### src/pkg/apsc_pkg.sv
package apsc_pkg;

   // ==========================================================
   // Register write port and map
   localparam int ADDR_W = 8;
   localparam int DATA_W = 8;
   localparam logic [ADDR_W-1:0] UNLOCK_ADDR = 8'h11;
   localparam logic [DATA_W-1:0] UNLOCK_KEY = 8'h69;
   localparam logic [ADDR_W-1:0] PWR_CTRL_ADDR = 8'h10;
   localparam int LSLEEP_EN_POS = 0;
   localparam int DEEP_REQ_POS = 1;
   localparam logic LSLEEP_EN_RST = 1'b0;
   localparam logic DEEP_REQ_RST = 1'b0;

   // ==========================================================
   // Timing
   localparam int CLK_MHZ = 40;
   localparam int CONV_TIME_NS = 300;
   localparam int LSLEEP_WKUP_NS = 400;
   localparam int DEEP_PWRUP_US = 250;
   localparam int CONV_CYC = (CONV_TIME_NS * CLK_MHZ + 999) / 1000;
   localparam int LSLEEP_WKUP_CYC = (LSLEEP_WKUP_NS * CLK_MHZ + 999) / 1000;
   localparam int DEEP_PWRUP_CYC = DEEP_PWRUP_US * CLK_MHZ;
   localparam int CNT_W = 16;

   // ==========================================================
   // Types
   typedef enum logic [5:0] {
      ST_ACQUIRE = 6'h01,
      ST_CONVERT = 6'h02,
      ST_LSLEEP = 6'h04,
      ST_WAKE = 6'h08,
      ST_DEEP = 6'h10,
      ST_PWRUP = 6'h20
   } apsc_state_t;

   typedef struct packed {
      logic valid;
      logic [ADDR_W-1:0] addr;
      logic [DATA_W-1:0] data;
   } apsc_wr_t;

   typedef struct packed {
      logic unlocked;
      logic deep_req;
      logic lsleep_en;
   } apsc_ctrl_t;

   typedef struct packed {
      logic analog_on;
      logic acq_subset_on;
      logic busy;
      logic lsleep;
      logic deep;
      logic powering;
   } apsc_stat_t;

endpackage

### src/logic/apsc_power_ctrl.sv
`timescale 1ns/10ps
// Overview of operation
// (RULE_01) Normal mode keeps every block powered always
// (RULE_02) Light sleep only when its enable bit set
// (RULE_03) Enter light sleep if start high at end
// (RULE_04) Stay asleep while start pin stays high
// (RULE_05) Light sleep powers down acquisition subset
// (RULE_06) Start falling edge begins light-sleep wake-up
// (RULE_07) Host waits wake-up time before next start
// (RULE_08) Conversion time fixed; sleep absorbs slower rates
// (RULE_09) Deep request changes only after unlock key
// (RULE_10) Enter deep sleep on next select rising
// (RULE_11) Deep sleep switches off all analog blocks
// (RULE_12) Registers and port stay alive in deep
// (RULE_13) Host clears request bit to leave deep
// (RULE_14) Ready indicator high once power-up begins
// (RULE_15) Host waits power-up time before converting
// (RULE_16) No conversions in deep or during power-up
module apsc_power_ctrl #(
   parameter int unsigned PWRUP_CYCLES = apsc_pkg::DEEP_PWRUP_CYC
) (
   // Clock and reset
   input wire logic clk_in,
   input wire logic rstn_in,
   // Host pins
   input wire logic conv_start_in,
   input wire logic cs_n_in,
   // Decoded writes from the serial port
   input wire apsc_pkg::apsc_wr_t wr_in,
   // Register contents for read-back
   output apsc_pkg::apsc_ctrl_t ctrl_out,
   // Power and conversion status
   output apsc_pkg::apsc_stat_t stat_out,
   output logic result_valid_out,
   output logic ready_indicator_out
);

   // ==========================================================
   // Elaboration checks
   if (PWRUP_CYCLES < 1 || PWRUP_CYCLES >= (1 << apsc_pkg::CNT_W)) begin : g_chk
      $error("PWRUP_CYCLES out of counter range");
   end

   localparam logic [apsc_pkg::CNT_W-1:0] CONV_LOAD =
      apsc_pkg::CNT_W'(apsc_pkg::CONV_CYC - 1);
   localparam logic [apsc_pkg::CNT_W-1:0] WKUP_LOAD =
      apsc_pkg::CNT_W'(apsc_pkg::LSLEEP_WKUP_CYC - 1);
   localparam logic [apsc_pkg::CNT_W-1:0] PWRUP_LOAD =
      apsc_pkg::CNT_W'(PWRUP_CYCLES - 1);

   function automatic logic cnt_expired(input logic [apsc_pkg::CNT_W-1:0] count);
      return count == '0;
   endfunction

   // ==========================================================
   // Pin edge detection
   logic cs_q_reg, cs_q_next;
   logic st_q_reg, st_q_next;
   logic cs_rise, st_rise;

   always_comb begin
      cs_q_next = cs_n_in;
      st_q_next = conv_start_in;
   end

   always_ff @(posedge clk_in) begin
      if (!rstn_in) begin
         cs_q_reg <= 1'b1;
         st_q_reg <= 1'b0;
      end else begin
         cs_q_reg <= cs_q_next;
         st_q_reg <= st_q_next;
      end
   end

   assign cs_rise = cs_n_in & ~cs_q_reg;
   assign st_rise = conv_start_in & ~st_q_reg;

   // ==========================================================
   // Power-down control register with unlock
   apsc_pkg::apsc_ctrl_t ctrl_reg, ctrl_next;

   // Writes stay live in every state, deep sleep included [RULE_12]
   always_comb begin
      ctrl_next = ctrl_reg;
      if (wr_in.valid) begin
         if (wr_in.addr == apsc_pkg::UNLOCK_ADDR) begin
            ctrl_next.unlocked = (wr_in.data == apsc_pkg::UNLOCK_KEY); // [RULE_09]
         end else if (wr_in.addr == apsc_pkg::PWR_CTRL_ADDR) begin
            ctrl_next.lsleep_en = wr_in.data[apsc_pkg::LSLEEP_EN_POS]; // [RULE_02]
            if (ctrl_reg.unlocked) begin
               ctrl_next.deep_req = wr_in.data[apsc_pkg::DEEP_REQ_POS]; // [RULE_09]
            end
         end
      end
   end

   always_ff @(posedge clk_in) begin
      if (!rstn_in) begin
         ctrl_reg <= '{unlocked: 1'b0,
                       deep_req: apsc_pkg::DEEP_REQ_RST,
                       lsleep_en: apsc_pkg::LSLEEP_EN_RST};
      end else begin
         ctrl_reg <= ctrl_next;
      end
   end

   assign ctrl_out = ctrl_reg;

   // ==========================================================
   // Power state machine
   apsc_pkg::apsc_state_t state_reg, state_next;
   logic [apsc_pkg::CNT_W-1:0] cnt_reg, cnt_next;
   logic pend_reg, pend_next;
   logic rv_reg, rv_next;
   logic rdy_reg, rdy_next;
   apsc_pkg::apsc_stat_t stat_reg, stat_next;
   logic deep_go;

   always_comb begin
      state_next = state_reg;
      cnt_next = cnt_reg;
      rv_next = 1'b0;
      // A select rising edge mid-conversion is held until the result is out
      pend_next = (pend_reg | cs_rise) & ctrl_reg.deep_req; // [RULE_10]
      deep_go = pend_next & (state_reg != apsc_pkg::ST_CONVERT) &
                (state_reg != apsc_pkg::ST_DEEP) &
                (state_reg != apsc_pkg::ST_PWRUP);
      case (state_reg)
         apsc_pkg::ST_ACQUIRE: begin
            if (deep_go) begin
               state_next = apsc_pkg::ST_DEEP; // [RULE_10]
            end else if (st_rise) begin
               state_next = apsc_pkg::ST_CONVERT;
               cnt_next = CONV_LOAD; // [RULE_08]
            end
         end
         apsc_pkg::ST_CONVERT: begin
            if (cnt_expired(cnt_reg)) begin
               rv_next = 1'b1;
               if (ctrl_reg.lsleep_en && conv_start_in) begin
                  state_next = apsc_pkg::ST_LSLEEP; // [RULE_03]
               end else begin
                  state_next = apsc_pkg::ST_ACQUIRE; // [RULE_01]
               end
            end else begin
               cnt_next = cnt_reg - 1'b1; // [RULE_08]
            end
         end
         apsc_pkg::ST_LSLEEP: begin
            if (deep_go) begin
               state_next = apsc_pkg::ST_DEEP;
            end else if (!conv_start_in) begin
               state_next = apsc_pkg::ST_WAKE; // [RULE_06]
               cnt_next = WKUP_LOAD;
            end
         end
         apsc_pkg::ST_WAKE: begin
            // Starts during wake-up are dropped; the host must wait [RULE_07]
            if (deep_go) begin
               state_next = apsc_pkg::ST_DEEP;
            end else if (cnt_expired(cnt_reg)) begin
               state_next = apsc_pkg::ST_ACQUIRE;
            end else begin
               cnt_next = cnt_reg - 1'b1;
            end
         end
         apsc_pkg::ST_DEEP: begin
            if (!ctrl_reg.deep_req) begin
               state_next = apsc_pkg::ST_PWRUP; // [RULE_13]
               cnt_next = PWRUP_LOAD;
            end
         end
         apsc_pkg::ST_PWRUP: begin
            // Starts are ignored until the analog side has settled [RULE_16]
            if (cnt_expired(cnt_reg)) begin
               state_next = apsc_pkg::ST_ACQUIRE; // [RULE_15]
            end else begin
               cnt_next = cnt_reg - 1'b1;
            end
         end
         default: begin
            state_next = apsc_pkg::ST_ACQUIRE;
         end
      endcase
      if (state_next == apsc_pkg::ST_DEEP) begin
         pend_next = 1'b0;
      end
      // Status follows the next state so outputs line up with it
      stat_next.analog_on = (state_next != apsc_pkg::ST_DEEP); // [RULE_11]
      stat_next.acq_subset_on = (state_next != apsc_pkg::ST_DEEP) &&
                                (state_next != apsc_pkg::ST_LSLEEP); // [RULE_05]
      stat_next.busy = (state_next == apsc_pkg::ST_CONVERT);
      stat_next.lsleep = (state_next == apsc_pkg::ST_LSLEEP); // [RULE_04]
      stat_next.deep = (state_next == apsc_pkg::ST_DEEP);
      stat_next.powering = (state_next == apsc_pkg::ST_PWRUP);
      rdy_next = (state_next != apsc_pkg::ST_DEEP); // [RULE_14]
   end

   always_ff @(posedge clk_in) begin
      if (!rstn_in) begin
         state_reg <= apsc_pkg::ST_ACQUIRE;
         cnt_reg <= '0;
         pend_reg <= 1'b0;
         rv_reg <= 1'b0;
         rdy_reg <= 1'b1;
         stat_reg <= '{analog_on: 1'b1, acq_subset_on: 1'b1, default: 1'b0};
      end else begin
         state_reg <= state_next;
         cnt_reg <= cnt_next;
         pend_reg <= pend_next;
         rv_reg <= rv_next;
         rdy_reg <= rdy_next;
         stat_reg <= stat_next;
      end
   end

   assign stat_out = stat_reg;
   assign result_valid_out = rv_reg;
   assign ready_indicator_out = rdy_reg;

   // ==========================================================
   // Assertions
   localparam int CONV_L = apsc_pkg::CONV_CYC - 1;
endmodule

### config.mk
export PLATFORM = sky130hd
export DESIGN_NAME = apsc_power_ctrl
export DESIGN_NICKNAME = d
export VERILOG_FILES = /design/src/pkg/apsc_pkg.sv /design/src/logic/apsc_power_ctrl.sv
export SDC_FILE = /design/constraint.sdc
export NUM_CORES = 1
export LEC_CHECK = 0
export BUFFER_PORTS_ARGS = -buffer_cell sky130_fd_sc_hd__buf_2
export CAP_MARGIN = 30
export CORE_MARGIN = 5
export CORE_UTILIZATION = 55
export CTS_BUF_LIST = sky130_fd_sc_hd__clkbuf_8
export DETAILED_ROUTE_END_ITERATION = 8
export PLACE_DENSITY = 0.74
export SYNTH_ARGS = -nofsm -noshare
export SYNTH_HDL_FRONTEND = slang
export SYNTH_SLANG_ARGS = --single-unit
### constraint.sdc
create_clock -name clk_in -period 5.7 [get_ports clk_in]
set_clock_uncertainty 0.15 [all_clocks]
set_input_delay 1.14 -clock clk_in [delete_from_list [all_inputs] [get_ports clk_in]]
set_output_delay 1.14 -clock clk_in [all_outputs]
set_load 0.05 [all_outputs]
Yosys cells after proc, flatten, opt, wreduce, memory -nomap -nowiden --
Cells that the tools add are included.
Operators by class: add/sub/neg operators 1, multiply operators 0, div/mod/pow operators 0, order comparisons 0, equal/unequal tests 24, shifts and indexed selects 0, muxes and demuxes 19, bitwise logic cells 11, reductions and logical operators 11
Operator list (number):
- 2-to-1 mux 16 bit | 7
- one-hot mux 16 bit (5 select lines) | 1
- 2-to-1 mux 6 bit | 8
- one-hot mux 6 bit (6 select lines) | 1
- equality test 8 x 5 -> 1 bit, second input constant | 2
- logical NOT 16 bit | 1
- subtractor 16 x 1 -> 16 bit, second input constant | 1
- equality test 6 x 2 -> 1 bit, second input constant | 2
- equality test 6 x 3 -> 1 bit, second input constant | 2
- equality test 6 x 5 -> 1 bit, second input constant | 2
- equality test 6 bit, second input constant | 2
- != test 2 bit, second input constant | 6
- != test 6 x 5 -> 1 bit, second input constant | 2
- equality test 8 x 7 -> 1 bit, second input constant | 1
- AND reduction 7 bit | 1
- AND 1 bit | 6
- equality test 6 x 1 -> 1 bit, second input constant | 1
- equality test 6 x 4 -> 1 bit, second input constant | 1
- != test 6 x 2 -> 1 bit, second input constant | 1
- != test 6 x 3 -> 1 bit, second input constant | 1
- != test 6 bit, second input constant | 1
- nonzero test 5 bit | 1
- NOT 1 bit | 4
- AND reduction 2 bit | 2
- other kinds (7) | 9
Word-level totals: bits in registers 35, bits in latches 0, bits in writable memories 0, memory bits (read-only) 0, input port bits 21, output and inout bits 11, word-level logic and storage cells 81, memories kept 0

Logic depth before layout (Yosys ltp) --
Gate-level depths: netlist of run 1.
word-level depth 11, gate-level depth with buffers 9, mapped depth without buffers 8

Least setup slack after synthesis of run 1 --
OpenSTA, ideal clock, no wires.
kind input to register, start point input cs_n_in, end point register cnt_reg[3] (netlist name), library setup time 0.119 ns, arrival 2.565 ns, setup slack 2.866 ns, stages on the path 7, buffers on the path 1, cells stage by stage nor2b_1 -> o21ai_0 -> o41a_1 -> nand4b_4 -> clkbuf_1 -> nor2_1 -> o221a_2
Between the ends: cells in the longest elaborated chain, start to end 8, elaborated cells on any way between the ends 10, those cells by class eq/ne (3); bitwise (6); reduce/logical (1)
RTL lines:
- start, declared | line apsc_power_ctrl.sv:27 | input wire logic cs_n_in,
- AND 1 bit (*) | line apsc_power_ctrl.sv:76 | assign cs_rise = cs_n_in & ~cs_q_reg;
- OR 1 bit (*) | line apsc_power_ctrl.sv:125 | pend_next = (pend_reg | cs_rise) & ctrl_reg.deep_req;
- AND 1 bit (*) | line apsc_power_ctrl.sv:125
- AND 1 bit (*) (2 in a row) | line apsc_power_ctrl.sv:126 | deep_go = pend_next & (state_reg != apsc_pkg::ST_CONVERT) &
- AND 1 bit (*) | line apsc_power_ctrl.sv:127 | (state_reg != apsc_pkg::ST_DEEP) &
- != test 2 bit (no line)
- AND reduction 7 bit (no line) (*)
- end signal, assigned | line apsc_power_ctrl.sv:210 | cnt_reg <= cnt_next;
- end, declared | line apsc_power_ctrl.sv:113 | logic [apsc_pkg::CNT_W-1:0] cnt_reg, cnt_next;
Mark *: on every way between the ends. The rest lies on a longest branch, timed or not. A chain may end at the register's enable or synchronous reset.

Worst setup path in the final report of run 1 --
Ends and elaborated chain as after synthesis.

==> impl_metrics.py, run 1 <==
metrics = {
    "drt": {
        "post-route-drc-count": 0,
        "antenna_left": 0,
        "routed_wire_length_mm": 4.18,
        "vias_per_cell": 5.80,
        "vias": 1764,
        "initialDrtViolationCount": 125,
        "route.detailed.wl_per_inst_um": 13.8,
        "drt_pre_antenna_iters": 4,
    },
    "final_layout": {
        "layout.cells.most_common_list": "35 x dfxtp_1, 31 x buf_2, 29 x nor2_1",
        "diode_count": 0,
        "layout.cells.most_common": "dfxtp_1",
        "layout-drive-gt1-share": 0.182,
        "fin_cells": 304,
        "design.final.nets": 280,
        "largest_register_ff_count": 16,
        "flow.area_growth_from_synthesis_pct": 15.7,
        "layout.cell_area.non_filler_um2": 2160,
    },
    "setup_path": {
        "crit_path_cell_trace": "buf_2 -> nor2b_1 -> o21ai_0 -> o41a_1 -> nand4b_4 -> or2_1 -> o221a_2",
        "critical_path.endpoint_type": "register",
        "max_fanout_on_critical_path": 27,
        "critical_path.max_stage_delay_ns": 0.40,
        "worst-r2r-cell-count": 6,
        "timing.critical_path.arrival_ns": 3.06,
        "crit-reg2reg-launch": "state_reg[3]",
        "setup.worst_path.start_class": "primary input",
        "regToRegSetupSlack_ns": 2.76,
        "cell_at_the_slowest_stage_of_the_critical_path": "or2_1",
        "worst_path_class_setup": "in -> reg",
        "regToRegEndpoint": "cnt_reg[3]",
        "crit_required_ns": 5.73,
    },
    "clocking": {
        "post_cts_buffers": 0,
        "cts_repair_resize_count": 0,
        "max-clock-path-buffers": 2,
        "cts_num_sinks": 35,
        "cts_made_buffers": 5,
        "path_clk_slew_ns": 0.07,
        "htree_levels": 2,
        "cts_hold_repair.buffers": 0,
        "clock_latency_of_the_later_clocked_register_in_the_worst_skew_pair_ns": 0.29,
        "tritoncts": "built",
        "root_buffer": "clkbuf_8",
    },
    "hold_path": {
        "min_delay_worst_endpoint": "cnt_reg[6]",
        "timing.hold.worst.class": "reg -> reg",
        "holdCritStartpoint": "cnt_reg[6]",
        "hold_depth": 2,
    },
    "timing": {
        "timing.final.hold_violations": 0,
        "maxSlewViolCount": 0,
        "max_slew.worst_pin.slew_ns": 0.780,
        "rsz0062_at_grt": "false",
        "maxClockFrequency_ghz": 0.330,
        "fin_crit_period_ns": 3.03,
        "report.final.setup_viol": 0,
        "setup_tns_ns": 0,
        "max_slew_margin": 0.476,
        "fin_crit_sh": 0.531,
    },
    "floorplan": {
        "rows": 21,
        "core-area_um2": 3310,
        "die_width_um": 68.3,
        "starting_density_of_the_core": 0.565,
        "die_h_um": 68.3,
        "floorplan.io_pins": 32,
        "fp.dieArea_um2": 4670,
    },
    "synth": {
        "synth.net_count": 253,
        "ys_async_sr_fraction": 0,
        "synth.lib_cells_used.distinct": 53,
        "syn_inst": 230,
        "synthFlopType": "dfxtp_1",
        "synth.yosys.seq_area_share": 0.375,
        "ys_seq_elements": 35,
        "synth-edff-count": 0,
        "syn_avg_cell_area_um2": 8.13,
        "syn_area_um2": 1870,
        "synthesis.yosys.warnings": 0,
    },
    "placement": {
        "post_dp_cell_area_um2": 2030,
        "place.detailed.hpwl_mm": 3.08,
        "port_buffers": 31,
        "gp_congestion": 0.906,
        "post-place-cells": 296,
    },
    "power_and_ir_drop": {
        "powerDensity_nw_per_um2": 316,
        "max-vdd-ir-drop_mv": 0.240,
        "p_leak_nw": 0.888,
    },
    "outcome": {
        "run_status": "complete, no violations",
    },
    "global_routing": {
        "grt_pass1_wl_mm": 7.18,
        "antenna_found_initial": 0,
        "global_route.overflow_total": 0,
        "globalRouteTotalUtil": 0.204,
        "grt_max_degree": 28,
        "grt_pass1_vias": 1565,
    },
    "run": {
        "maxCapViolations": 0,
    },
}
==> worst max path at each step <==
stage,start,to,slack [ns],depth (start not counted)
floorplan,cs_n_in,cnt_reg[3],2.87,7
global placement,cs_n_in,cnt_reg[3],2.45,7
detailed placement,cs_n_in,cnt_reg[3],2.38,7
CTS,cs_n_in,cnt_reg[3],2.70,7
global route,cs_n_in,state_reg[3],2.54,7
finish,cs_n_in,cnt_reg[3],2.67,7
==> worst max-delay path, delay by kind of cell <==
kind	cells	cell delay, ns
AO/OA/AOI/OAI	3	0.94
AND/OR/NAND/NOR	3	0.87
buffers and inverters	1	0.11
==> metal layers <==
metal  GRT usage  share of wire  wire (um)
met1       0.278           0.47       1970
met2       0.301           0.45       1870
met3      0.0575          0.065        271
met4      0.0819          0.017         69
met5           0              0          0
==> kinds of logic after synthesis <==
family	Yosys count	share of synthesized area
adders and majority gates	3	0.0194
DFF	35	0.375
AOI/OAI and AO/OA	64	0.231
and+or+nand+nor	104	0.306
xor gates and xnor gates	4	0.0187
buffers and inverters	19	0.0455
muxes	1	0.00535
==> per-stage QoR <==
| stage | utilization | hold slack (ns) | total power [W] | setup WS, ns |
|---|---|---|---|---|
| floorplan | - | 0.307 | 0.000387 | 2.87 |
| global placement | 0.613 | 0.322 | 0.000419 | 2.45 |
| detailed placement | 0.613 | 0.332 | 0.000420 | 2.38 |
| CTS | 0.654 | 0.342 | 0.000687 | 2.70 |
| global route | 0.654 | 0.362 | 0.000722 | 2.54 |
| finish | 0.654 | 0.337 | 0.000684 | 2.67 |
==> power by group <==
| part | internal, W | switching (W) | leakage, nW |
|---|---|---|---|
| clock network | 0.000174 | 0.0000923 | 0.0644 |
| logic | 0.0000549 | 0.0000911 | 0.540 |
| registers | 0.000257 | 0.0000136 | 0.284 |
| total | 0.000487 | 0.000197 | 0.888 |
==> cell usage after synthesis (3+ instances only) <==
library cell,count,share of area
a21oi_1,15,0.040
a31oi_1,3,0.010
and3_1,3,0.010
clkbuf_1,7,0.014
dfxtp_1,35,0.37
inv_1,7,0.014
nand2_1,16,0.032
nand2b_1,3,0.010
nand3_1,6,0.016
nand4_1,4,0.013
nor2_1,29,0.058
nor2b_1,4,0.013
nor3_1,8,0.021
nor3b_1,4,0.016
nor4bb_1,3,0.016
o211ai_1,5,0.020
o21a_1,3,0.012
o21ai_0,18,0.048
o31ai_1,4,0.016
or2_2,3,0.010
or3_1,9,0.030
or4_1,3,0.012
xor2_1,3,0.014
==> area by class of cell <==
cell class              count  area (um2)
fillers                   298        1150
multi-input cells         176        1080
flip-flops and latches     35         701
repair buffers             31         155
clock buffers               5        68.8
clock inverters             3        67.6
well taps                  46        57.6
inverters                   8        30.0
(Power assumes the default switching activity.)
==> inputs of run 2 (changes only) <==
- CORE_UTILIZATION: 55 -> 52
- clock period: 5.7 -> 2.7 ns (I/O delays scaled with it)
==> run 2 against run 1 <==
Against the previous run:
- clock-buffer cell count rose by 1
- setup slack got worse by 2.6 ns
- flip-flop and latch count did not move
- critical path type is now reg -> reg
- largest cell class unchanged
- largest power group unchanged
==> impl_metrics.py, run 2 (synthesized netlist as in run 1, its figures left out) <==
metrics = {
    "outcome": {
        "run_status": "complete, no violations",
    },
    "floorplan": {
        "floorplan.io_pins": 32,
        "fp.dieArea_um2": 4900,
        "starting_density_of_the_core": 0.548,
        "core-area_um2": 3420,
        "rows": 21,
        "die_h_um": 70.0,
        "die_width_um": 70.0,
    },
    "placement": {
        "gp_congestion": 0.911,
        "post_dp_cell_area_um2": 2100,
        "place.detailed.hpwl_mm": 3.31,
        "placement.setup.worst_slack_ns": 0.112,
        "port_buffers": 31,
    },
    "final_layout": {
        "flow.area_growth_from_synthesis_pct": 17.7,
        "multi_input_area_um2": 1080,
        "design.final.nets": 290,
        "layout-drive-gt1-share": 0.213,
        "layout.cells.most_common": "dfxtp_1",
        "fillerInstances": 308,
        "layout.cells.most_common_list": "35 x dfxtp_1, 31 x buf_2, 29 x nor2_1",
        "final-seq-area_um2": 701,
        "final_core_utilization": 0.645,
        "diode_count": 0,
        "largest_register_ff_count": 16,
        "layout.cell_area.non_filler_um2": 2200,
    },
    "setup_path": {
        "crit-reg2reg-launch": "state_reg[3]",
        "critical-path-top-delay-family": "simple AND/OR/NAND/NOR gates",
        "worst_path_class_setup": "reg -> reg",
        "regToRegSetupSlack_ns": 0.10,
        "critical_path.max_stage_delay_ns": 0.56,
        "max_fanout_on_critical_path": 18,
        "critical_path.endpoint_type": "register",
        "crit_buf_inv": 0,
        "cell_at_the_slowest_stage_of_the_critical_path": "or4_4",
        "setup.worst_path.start_class": "register",
        "timing.critical_path.arrival_ns": 2.63,
        "crit_required_ns": 2.73,
        "regToRegEndpoint": "cnt_reg[3]",
        "worst-r2r-cell-count": 6,
        "crit_path_cell_trace": "or4_4 -> maj3_2 -> a31oi_4 -> nand4b_4 -> or2_1 -> o221a_2",
    },
    "global_routing": {
        "grt.met2_usage": 0.277,
        "grt_pass1_wl_mm": 7.50,
        "busiest_layer": "met2",
        "met3_usage": 0.0459,
        "met1_usage": 0.254,
        "global_route.overflow_total": 0,
        "grt_max_degree": 19,
        "globalRouteTotalUtil": 0.181,
        "grt_pass1_vias": 1656,
        "antenna_found_initial": 0,
    },
    "timing": {
        "maxSlewViolCount": 0,
        "max_slew_margin": 0.633,
        "final.hold.worst_slack_ns": 0.289,
        "report.final.setup_viol": 0,
        "fin_crit_sh": 0.963,
        "setup_tns_ns": 0,
        "max_slew.worst_pin.slew_ns": 0.543,
        "final_worst_slack_ns": 0.101,
        "fin_crit_period_ns": 2.60,
        "maxClockFrequency_ghz": 0.385,
        "timing.final.hold_violations": 0,
        "rsz0062_at_grt": "false",
    },
    "drt": {
        "routed_wire_length_mm": 4.41,
        "antenna_left": 0,
        "post-route-drc-count": 0,
        "route.detailed.wl_per_inst_um": 14.0,
        "vias_per_cell": 5.88,
        "drt_pre_antenna_iters": 4,
        "initialDrtViolationCount": 225,
        "vias": 1845,
    },
    "power_and_ir_drop": {
        "max-vdd-ir-drop_mv": 0.359,
        "powerDensity_nw_per_um2": 590,
        "p_leak_nw": 0.919,
    },
    "clocking": {
        "tritoncts": "built",
        "cts_num_sinks": 35,
        "cts_made_buffers": 5,
        "clock_latency_of_the_later_clocked_register_in_the_worst_skew_pair_ns": 0.29,
        "root_buffer": "clkbuf_8",
        "path_clk_slew_ns": 0.08,
        "post_cts_buffers": 0,
        "htree_levels": 2,
        "cts_hold_repair.buffers": 0,
        "max-clock-path-buffers": 2,
        "cts_repair_resize_count": 0,
    },
    "hold_path": {
        "hold_depth": 2,
        "timing.hold.worst.class": "in -> reg",
        "min_delay_worst_endpoint": "cs_q_reg",
        "holdCritStartpoint": "cs_n_in",
    },
    "run": {
        "maxCapViolations": 0,
    },
}
==> run 2: worst max-delay path by stage <==
stage	from	to	slack [ns]	cells after the start
global placement	state_reg[3]	cnt_reg[3]	0.18	6
CTS	state_reg[3]	cnt_reg[3]	0.12	6
finish	state_reg[3]	cnt_reg[3]	0.10	6
detailed placement	state_reg[3]	cnt_reg[3]	0.11	6
floorplan	state_reg[5]	cnt_reg[3]	0.32	7
global route	state_reg[4]	cnt_reg[5]	0.01	6
==> run 2: layout make-up <==
cell class / count / area share
multi-input combinational: 176 / 0.493
sequential: 35 / 0.318
timing repair buffer: 41 / 0.105
clock buffer: 6 / 0.0375
tap: 46 / 0.0261
inverter: 8 / 0.0136
clock inverter: 2 / 0.00739
==> run 2: power breakdown <==
group | internal [W] | switching, W
clock network | 0.000208 | 0.000187
logic | 0.000132 | 0.000199
registers | 0.000543 | 0.0000287
==> run 2: layer usage <==
metal,part of all wire,wire (um),vias up
li1,-,-,920
met1,0.48,2110,859
met2,0.45,1970,63
met3,0.072,317,3
met4,0.0036,16,0
met5,0,0,-
==> run 2: per-stage QoR <==
stage | cells | total power [W]
6_report | 314 | 0.00130
3_5_place_dp | 306 | 0.000909
5_1_grt | 314 | 0.00138
2_1_floorplan | 230 | 0.000817
4_1_cts | 314 | 0.00131
3_3_place_gp | 306 | 0.000905
